--- config.mk ---
export PLATFORM = sky130hd
export DESIGN_NAME = gpio_ports
export DESIGN_NICKNAME = d
export VERILOG_FILES = /design/src/design/gpio_pkg.sv /design/src/design/gpio_ports.sv
export SDC_FILE = /design/constraint.sdc
export NUM_CORES = 1
export LEC_CHECK = 0
export ABC_AREA = 1
export BUFFER_PORTS_ARGS = -buffer_cell sky130_fd_sc_hd__buf_2
export CAP_MARGIN = 20
export CELL_PAD_IN_SITES_DETAIL_PLACEMENT = 1
export CELL_PAD_IN_SITES_GLOBAL_PLACEMENT = 1
export CORE_ASPECT_RATIO = 0.5
export CORE_MARGIN = 2
export CORE_UTILIZATION = 40
export CTS_CLUSTER_SIZE = 20
export DETAILED_ROUTE_END_ITERATION = 8
export PLACE_DENSITY = 0.79
export RECOVER_POWER = 25
export SLEW_MARGIN = 15
export SYNTH_ARGS = -nofsm -noshare
export SYNTH_HDL_FRONTEND = slang
export SYNTH_SLANG_ARGS = --single-unit
--- constraint.sdc ---
create_clock -name clk -period 1.7 [get_ports clk]
set_input_delay 0 -clock clk [delete_from_list [all_inputs] [get_ports clk]]
set_output_delay 0 -clock clk [all_outputs]
set_load 0.02 [all_outputs]
--- src/design/gpio_pkg.sv ---
package gpio_pkg;

  // ----------------------------------------------------------------
  // register offsets
  // ----------------------------------------------------------------
  localparam logic [8:0] port_a_data_addr = 9'h005;
  localparam logic [8:0] port_b_data_addr = 9'h006;
  localparam logic [8:0] port_c_data_addr = 9'h007;
  localparam logic [8:0] interrupt_control_addr = 9'h00b;
  localparam logic [8:0] timer_pullup_config_addr = 9'h081;
  localparam logic [8:0] port_a_direction_addr = 9'h085;
  localparam logic [8:0] port_b_direction_addr = 9'h086;
  localparam logic [8:0] port_c_direction_addr = 9'h087;
  localparam logic [8:0] analog_pin_config_addr = 9'h09f;

  // ----------------------------------------------------------------
  // field positions and reset values
  // ----------------------------------------------------------------
  localparam int pullup_disable_bit = 7;
  localparam int change_flag_bit = 0;
  localparam int timer_clock_bit = 4;
  localparam int slave_select_bit = 5;
  localparam logic [7:0] option_reset = 8'hff;
  localparam logic [5:0] port_a_dir_reset = 6'h3f;
  localparam logic [7:0] port_b_dir_reset = 8'hff;
  localparam logic [5:0] port_c_dir_reset = 6'h3f;
  localparam logic [2:0] analog_field_reset = 3'h0;
  localparam logic [5:0] port_a_data_reset = 6'h00;
  // analog select code that makes every port a pin digital
  localparam logic [2:0] analog_all_digital = 3'h7;

  // ----------------------------------------------------------------
  // carriers
  // ----------------------------------------------------------------
  typedef struct packed {
    logic [8:0] addr;
    logic [7:0] wdata;
    logic wr;
    logic rd;
  } reg_req_t;

  typedef struct packed {
    logic [5:0] a_out;
    logic [5:0] a_oe;
    logic [7:0] b_out;
    logic [7:0] b_oe;
    logic [7:0] b_pullup;
    logic [5:0] c_out;
    logic [5:0] c_oe;
  } pin_drive_t;

  typedef struct packed {
    logic [5:0] a_lat;
    logic [5:0] a_dir;
    logic [7:0] b_lat;
    logic [7:0] b_dir;
    logic [5:0] c_lat;
    logic [5:0] c_dir;
    logic [7:0] option;
    logic [2:0] analog_sel;
    logic [3:0] b_snap;
    logic change_flag;
    logic [7:0] rdata;
    pin_drive_t drive;
    logic timer_ext_clock;
    logic ext_interrupt;
    logic slave_select;
    logic wake;
  } gpio_state_t;

endpackage

--- src/design/gpio_ports.sv ---
// Functional notes
// direction one tri-states the pin; zero drives it from the output latch
// data register reads return pin levels; writes update only the latch
// port writes are read-modify-write using sampled pin levels
// port A bit 4 is open-drain, Schmitt input, feeds timer external clock
// three-bit analog field selects analog pins; analog pins read zero
// port A direction still controls drivers in analog mode
// port A and its direction keep bits 5..0; bits 7..6 read zero
// port A data resets to zeros except bit 4 on the analog variant
// port B is eight bits with the same direction convention
// clearing pull-up disable bit 7 turns on all port B pull-ups
// a port B pin set as output has its pull-up off
// pull-ups are off after reset since the option register resets to ones
// change detect covers port B bits 7..4 configured as inputs only
// inputs compare to copy latched on last port B read; mismatch sets flag (code also reloads the copy on port B writes)
// flag keeps being set while a mismatch persists
// a pending port change flag raises the wake request
// software should not poll port B while using change detection
// port B bit 0 also drives the external interrupt input
// port B bits 7 and 6 are serial programming clock and data
// port A bit 5 also gives the serial port slave-select input
// port C is six bits; enabled peripherals force direction while enabled
// software should avoid bit-modify writes to port C direction under override
// flag stays until written zero; a same-cycle mismatch wins the clear
module gpio_ports
  import gpio_pkg::*;
#(
  parameter bit has_analog = 1'b1
)
(
  // clock and reset
  input wire logic clk,
  input wire logic sys_rst,
  // register port
  input wire reg_req_t req,
  output logic [7:0] rdata,
  // pins
  input wire logic [5:0] a_pin_in,
  input wire logic [7:0] b_pin_in,
  input wire logic [5:0] c_pin_in,
  output pin_drive_t drive,
  // peripheral direction override for port c
  input wire logic [5:0] c_ovr_en,
  input wire logic [5:0] c_ovr_dir,
  input wire logic [5:0] c_ovr_out,
  // peripheral side signals
  input wire logic serial_prog_mode,
  output logic timer_ext_clock,
  output logic ext_interrupt,
  output logic slave_select,
  output logic port_change_flag,
  output logic wake
);

  gpio_state_t st_r;
  gpio_state_t st_nxt;

  // ----------------------------------------------------------------
  // helpers
  // ----------------------------------------------------------------
  // mask of port a pins in analog mode; per-code table decode of the field, all zero without has_analog
  function automatic logic [5:0] analog_mask(input logic [2:0] sel);
    logic [5:0] m;
    m = 6'h00;
    if (has_analog)
    begin
      case (sel)
        3'h0: m = 6'h2f;
        3'h1: m = 6'h2f;
        3'h2: m = 6'h2f;
        3'h3: m = 6'h0f;
        3'h4: m = 6'h0b;
        3'h5: m = 6'h03;
        3'h6: m = 6'h01;
        default: m = 6'h00;
      endcase
    end
    return m;
  endfunction

  logic [5:0] a_read;
  logic [5:0] c_dir_eff;
  logic [3:0] mismatch;

  // pin value seen by a read; analog pins read zero
  assign a_read = a_pin_in & ~analog_mask(st_r.analog_sel);
  // peripheral override holds direction only while it stays enabled
  assign c_dir_eff = (st_r.c_dir & ~c_ovr_en) | (c_ovr_dir & c_ovr_en);
  // only input pins of the upper nibble take part in the comparison
  assign mismatch = (b_pin_in[7:4] ^ st_r.b_snap) & st_r.b_dir[7:4];

  // ----------------------------------------------------------------
  // next state
  // ----------------------------------------------------------------
  always_comb
  begin
    st_nxt = st_r;
    st_nxt.rdata = 8'h00;
    // flag set by any mismatch, every cycle it persists
    if (|mismatch)
    begin
      st_nxt.change_flag = 1'b1;
    end
    if (req.wr)
    begin
      case (req.addr)
        // writes go to the latch only; pins untouched until driven
        port_a_data_addr: st_nxt.a_lat = req.wdata[5:0];
        port_b_data_addr:
        begin
          st_nxt.b_lat = req.wdata;
          st_nxt.b_snap = b_pin_in[7:4]; // write ends the mismatch too
        end
        port_c_data_addr: st_nxt.c_lat = req.wdata[5:0];
        interrupt_control_addr:
        begin
          // set beats clear when a mismatch shows in the same cycle
          st_nxt.change_flag = req.wdata[change_flag_bit] | (|mismatch);
        end
        timer_pullup_config_addr: st_nxt.option = req.wdata;
        port_a_direction_addr: st_nxt.a_dir = req.wdata[5:0];
        port_b_direction_addr: st_nxt.b_dir = req.wdata;
        port_c_direction_addr: st_nxt.c_dir = req.wdata[5:0];
        analog_pin_config_addr:
        begin
          if (has_analog)
          begin
            st_nxt.analog_sel = req.wdata[2:0];
          end
        end
        default: st_nxt.option = st_r.option;
      endcase
    end
    if (req.rd)
    begin
      case (req.addr)
        port_a_data_addr: st_nxt.rdata = {2'b00, a_read};
        port_b_data_addr:
        begin
          st_nxt.rdata = b_pin_in;
          st_nxt.b_snap = b_pin_in[7:4]; // reload comparison copy
        end
        port_c_data_addr: st_nxt.rdata = {2'b00, c_pin_in};
        interrupt_control_addr: st_nxt.rdata = {7'h00, st_r.change_flag};
        timer_pullup_config_addr: st_nxt.rdata = st_r.option;
        port_a_direction_addr: st_nxt.rdata = {2'b00, st_r.a_dir};
        port_b_direction_addr: st_nxt.rdata = st_r.b_dir;
        port_c_direction_addr: st_nxt.rdata = {2'b00, st_r.c_dir};
        analog_pin_config_addr: st_nxt.rdata = {5'h00, st_r.analog_sel};
        default: st_nxt.rdata = 8'h00;
      endcase
    end
    // pin drivers: direction one means high impedance
    st_nxt.drive.a_out = st_r.a_lat;
    st_nxt.drive.a_oe = ~st_r.a_dir;
    // open drain: only ever pulls low
    st_nxt.drive.a_out[timer_clock_bit] = 1'b0;
    st_nxt.drive.a_oe[timer_clock_bit] = ~st_r.a_dir[timer_clock_bit] &
                                         ~st_r.a_lat[timer_clock_bit];
    st_nxt.drive.b_out = st_r.b_lat;
    st_nxt.drive.b_oe = ~st_r.b_dir;
    // pull-ups on only for inputs with global enable low
    st_nxt.drive.b_pullup = {8{~st_r.option[pullup_disable_bit]}} & st_r.b_dir;
    st_nxt.drive.c_out = (st_r.c_lat & ~c_ovr_en) | (c_ovr_out & c_ovr_en);
    st_nxt.drive.c_oe = ~c_dir_eff;
    // alternate input functions
    st_nxt.timer_ext_clock = a_pin_in[timer_clock_bit];
    st_nxt.slave_select = a_pin_in[slave_select_bit];
    st_nxt.ext_interrupt = b_pin_in[0];
    st_nxt.wake = st_nxt.change_flag;
    // serial programming mode releases bits 7..6 so the programmer owns them
    if (serial_prog_mode)
    begin
      st_nxt.drive.b_oe[7:6] = 2'b00;
      st_nxt.drive.b_pullup[7:6] = 2'b00;
    end
    if (sys_rst)
    begin
      st_nxt = '0;
      st_nxt.a_dir = port_a_dir_reset;
      st_nxt.b_dir = port_b_dir_reset;
      st_nxt.c_dir = port_c_dir_reset;
      st_nxt.option = option_reset;
      st_nxt.analog_sel = analog_field_reset;
      st_nxt.a_lat = port_a_data_reset;
      st_nxt.drive.a_oe = 6'h00;
      st_nxt.drive.b_oe = 8'h00;
      st_nxt.drive.c_oe = 6'h00;
    end
  end

  // single state register; sync reset handled in the comb path
  always_ff @(posedge clk)
  begin
    st_r <= st_nxt;
  end

  // ----------------------------------------------------------------
  // outputs
  // ----------------------------------------------------------------
  assign rdata = st_r.rdata;
  assign drive = st_r.drive;
  assign timer_ext_clock = st_r.timer_ext_clock;
  assign ext_interrupt = st_r.ext_interrupt;
  assign slave_select = st_r.slave_select;
  assign port_change_flag = st_r.change_flag;
  assign wake = st_r.wake;

endmodule

# Word level (Yosys, flattened, before mapping)
# Index checks and enable logic that the tools add are counted.
# classes
n_reduce_logical	13
n_eq_ne	15
n_mux	8
n_bitwise	21
# ops
op	n
$pmux W8 S9	1
$eq A9 B8 Y1 const B	5
$and A6 B6 Y6	5
$pmux W6 S5	1
$eq A9 B3 Y1 const B	3
$not A6 Y6	4
$reduce_and A2 Y1	8
$mux W4	3
$or A6 B6 Y6	2
$eq A3 B3 Y1 const B	3
$eq A9 B4 Y1 const B	1
$and A8 B8 Y8	1
$not A8 Y8	1
$eq A3 B2 Y1 const B	2
$mux W5	1
$and A4 B4 Y4	1
$not A1 Y1	4
$reduce_or A2 Y1	2
$reduce_or A4 Y1	1
$xor A4 B4 Y4	1
$eq A3 B1 Y1 const B	1
$logic_not A3 Y1	1
$reduce_or A3 Y1	1
$mux W1	2
other kinds (2)	2
# totals
regBits	115
in_bits	60
word_cells	81
output_inout_bits	61

# Depth between registers and ports, before layout
# logic_depth
word_depth	8
depth_mapped	10
mapped_depth_nobuf	9

# Worst setup path after synthesis
# No wires, ideal clock.
# synth_timing
path_type	input-to-reg
startpoint	in sys_rst
endpoint	reg st_r[104] (netlist bit)
setup_time_ns	0.145
required_time_ns	1.555
path_stages	5
slack_ns	0.657
t_arrival_ns	0.898
path_buffers	3
path_cell_list	buf_2 inv_1 buf_2 clkbuf_1 o211ai_1
# synth_lines
item	line	text
from (decl)	gpio_ports.sv:33	input wire logic sys_rst,
to (signal assigned)	gpio_ports.sv:195	st_r <= st_nxt;
to (decl)	gpio_ports.sv:55	gpio_state_t st_r;
# No word-level cell between the ends.

# Worst setup path in the final report
# layout_timing
startpoint	reg st_r[66] (netlist bit)
endpoint	reg st_r (netlist bit rdata[3])
# layout_via
elab_chain_cells	6
word_cells_on_any_way	12
classes_between	eq/ne (6); mux (2); bitwise (2); reduce/logical (2)
# layout_rtl
item	line	text
$eq A3 B2 Y1 (tied with other cells)	gpio_ports.sv:67	case (sel)
$reduce_or A3 Y1 (no source line)	-	
$pmux W6 S5 (*)	gpio_ports.sv:67	
$not A6 Y6 (*)	gpio_ports.sv:86	assign a_read = a_pin_in & ~analog_mask(st_r.analog_sel);
$and A6 B6 Y6 (*)	gpio_ports.sv:86	
$pmux W8 S9 (*)	gpio_ports.sv:136	case (req.addr)
# Mark *: on every way between the ends. The rest lies on a longest branch, timed or not.
# A chain may end at the register's enable or synchronous reset.

==> summary.md <==
| Metric | Value |
|---|---|
| Final setup fails | 0 |
| Clock Skews | about 14 ps |
| Fin Hold WS | 23.08 ps |
| Num ports | 121 |
| Final ANT Viol Nets | 0 |
| Yosys reg bits | 114 |
| Clock Tree Buf Depth | 2 |
| Syn Nets | approximately 670 |
| Post-Route WL | approximately 15 mm |
| Avg WL per Cell | approximately 17 µm |
| Final setup margin | 67.31 ps |
| Layout Area Growth over Synthesis | 29.14% |
| Top delay family on crit path | buffers and inverters |
| Largest net degree at the start of global routing | 44 |
| Detailed-route DRC error count | 0 |
| Iteration-0 DRC Markers | between 200 and 250 |
| Nets | between 700 and 800 |
| Final GP Congestion | ~0.84 |
| Non-Filler Instances | ~900 |
| Fmax achieved | between 600 and 700 MHz |
| CP Capture Type | flip-flop |
| Count of cell types in the netlist | 36 |
| TritonRoute pass-1 iters | 5 |
| Peak supply drop | 0.5189 mV |
| Synthesized area per cell | about 8.0 µm² |
| Detailed-route via count | 4392 |
| Hold Crit Class | primary input to flip-flop |
| Vias in the first global route | ~4600 |
| Die X | 160.3 µm |
| Clock root buffer | clkbuf_16 |
| P per Cell Area | between 1000 and 1500 mW/mm² |
| Setup TNS | 0 ps |
| CTS buffer count | 17 |
| CTS tree | done |
| Initial Util | 41.14% |
| Placed insts | roughly 800 |
| CP peak stage delay | 580 ps |
| Critical path type | flip-flop to flip-flop |
| Chip height | 82.15 µm |
| Critical-path top delay cell | dlygate4sd3_1 |
| Outcome | finished clean |
| CP startpoint kind | flip-flop |
| H-tree Lvls | 4 |
| Layout cells sized above 1 | between 20% and 30% |
| First-pass GRT wire length | approximately 25 mm |
| Crit path cell chain | o211ai_1 > o21ai_0 > nor3_1 > dlygate4sd3_1 > nor2_1 |
| Filler instances | 1466 |
| Place WS | approximately 230 ps |
| Ant. Diodes | 0 |
| Tot GR Track Use | 24.82% |
| Final hold vios | 0 |
| Via/cell ratio | between 4 and 5 |
| Leak | 3.131 nW |
| Initial antenna violation count | 0 |
| Worst-path clk slew | around 60 ps |
| Sequential area share after synthesis | a little under half |
| Max cap viols | 0 |
| Row count | 28 |
| WP data required | between 1500 and 2000 ps |
| Min cycle time layout | between 1500 and 2000 ps |
| Slew Viols, Final | 0 |
| Clock Sinks | 114 |
| Synthesized area | ~0.0049 mm² |
| Worst path bufs/invs | 1 |
| Post-DP HPWL | 10.02 mm |
| Remaining Overflow, GRT | 0 |
| Leading cell types in the layout, fill and taps excluded | 114 x dfxtp_1, 114 x buf_2, 91 x nand2_1, 72 x nor2_1, 59 x inv_1 |
| Final critical-path share of the clock period | 96.04% |
| Post-cts resize count | 0 |
| Crit path DAT | 1930 ps |
| Clock Latency Late Sink | around 420 ps |
| Core area | 0.01188 mm² |
| Synth Instances | about 610 |
| RSZ-0062 raised after global routing | false |
| Worst-path fanout max | 5 |
| Final Core Density | 53.13% |
| YS warnings | 0 |
| Die ar. | ~0.013 mm² |
| Port Buf Inserts | 119 |
==> registers in the layout (all words and copies together), names as in the netlist <==
register / cells
timer_ext_clock: 1
slave_select: 1
st_r: 55
drive: 47
wake: 1
rdata: 8
ext_interrupt: 1
==> routing by layer <==
layer	routed length [µm]	vias to the layer above	global-route usage, %
li1	-	2151	-
met1	7035	2109	30.90
met2	7334	115	42.81
met3	748	17	6.444
met4	185	0	8.649
met5	0	-	0
==> metrics by stage <==
| stage | area [µm²] | power, W |
|---|---|---|
| 4_1_cts | 6320 | 0.007019 |
| 3_5_place_dp | 5200 | 0.003106 |
| 5_1_grt | 6310 | 0.007205 |
| 2_1_floorplan | 4886 | 0.002956 |
| 6_report | 6310 | 0.006959 |
| 3_3_place_gp | 5200 | 0.003101 |
==> cell type report <==
cell class              instances  area, µm²  area share, %
flip-flops and latches        114       2282          36.17
clock inverters                10      155.1          2.459
well taps                     165      206.4          3.272
clock buffers                  22      474.2          7.515
inverters                      65      244.0          3.867
multi-input cells             350       1807          28.63
repair buffers                175       1141          18.08
==> worst min-delay path: cells and delay by family <==
family | cells | cell delay (ps)
buffers and inverters | 1 | 70
and+or+nand+nor | 6 | 330
==> worst paths after layout <==
kind                                              from                   end  slack (ps)  depth (start not counted)
worst max-delay path             st_r[66]$_SDFFE_PP0P_   rdata[3]$_SDFF_PP0_          70                          5
worst min-delay path                       c_pin_in[1]   rdata[1]$_SDFF_PP0_          20                          7
worst max register to register   st_r[66]$_SDFFE_PP0P_   rdata[3]$_SDFF_PP0_          70                          5
worst min register to register  st_r[110]$_SDFFE_PP0P_  drive[42]$_SDFF_PP0_         420                          2
==> cells by family (layout without fill, tap and decap cells) <==
logic type | after synthesis | in the layout | synth area share (%)
buffers and inverters | 144 | 272 | 16.31
other | 1 | 1 | 0.07675
AND/OR/NAND/NOR | 233 | 233 | 22.20
flip-flops | 114 | 114 | 46.71
AO/OA/AOI/OAI | 116 | 116 | 14.70
==> Yosys cell counts (all sizes together) <==
cell / instances / area [µm²]
o31ai: 1 / 12.51
o211ai: 30 / 260.3
buf: 70 / 519.2
nor2: 80 / 354.1
nand3: 30 / 167.7
dfxtp: 114 / 2282
o2bb2ai: 1 / 8.760
a21oi: 40 / 204.0
a31oi: 1 / 6.260
clkbuf: 9 / 33.78
a211oi: 1 / 12.51
nand2: 101 / 414.2
nor3: 5 / 30.03
conb: 1 / 3.750
inv: 65 / 244.0
o21ai: 42 / 214.0
or2: 3 / 18.77
nor3b: 1 / 12.51
nand4: 13 / 87.58
==> power breakdown <==
| part | total (W) | switching (W) | internal (W) |
|---|---|---|---|
| clock | 0.00382 | 0.00126 | 0.00256 |
| sequential | 0.00271 | 0.00000875 | 0.00270 |
| combinational | 0.000435 | 0.000258 | 0.000177 |
| total | 0.00696 | 0.00153 | 0.00543 |
==> what timing repair did <==
| action | CTS | global route |
|---|---|---|
| endpoints found under the hold margin | 51 | 0 |
| hold buffers | 49 | 0 |
| buffers inserted | 0 | 0 |
| endpoints found under the setup margin | 0 | 1 |
(Power assumes the default switching activity.)
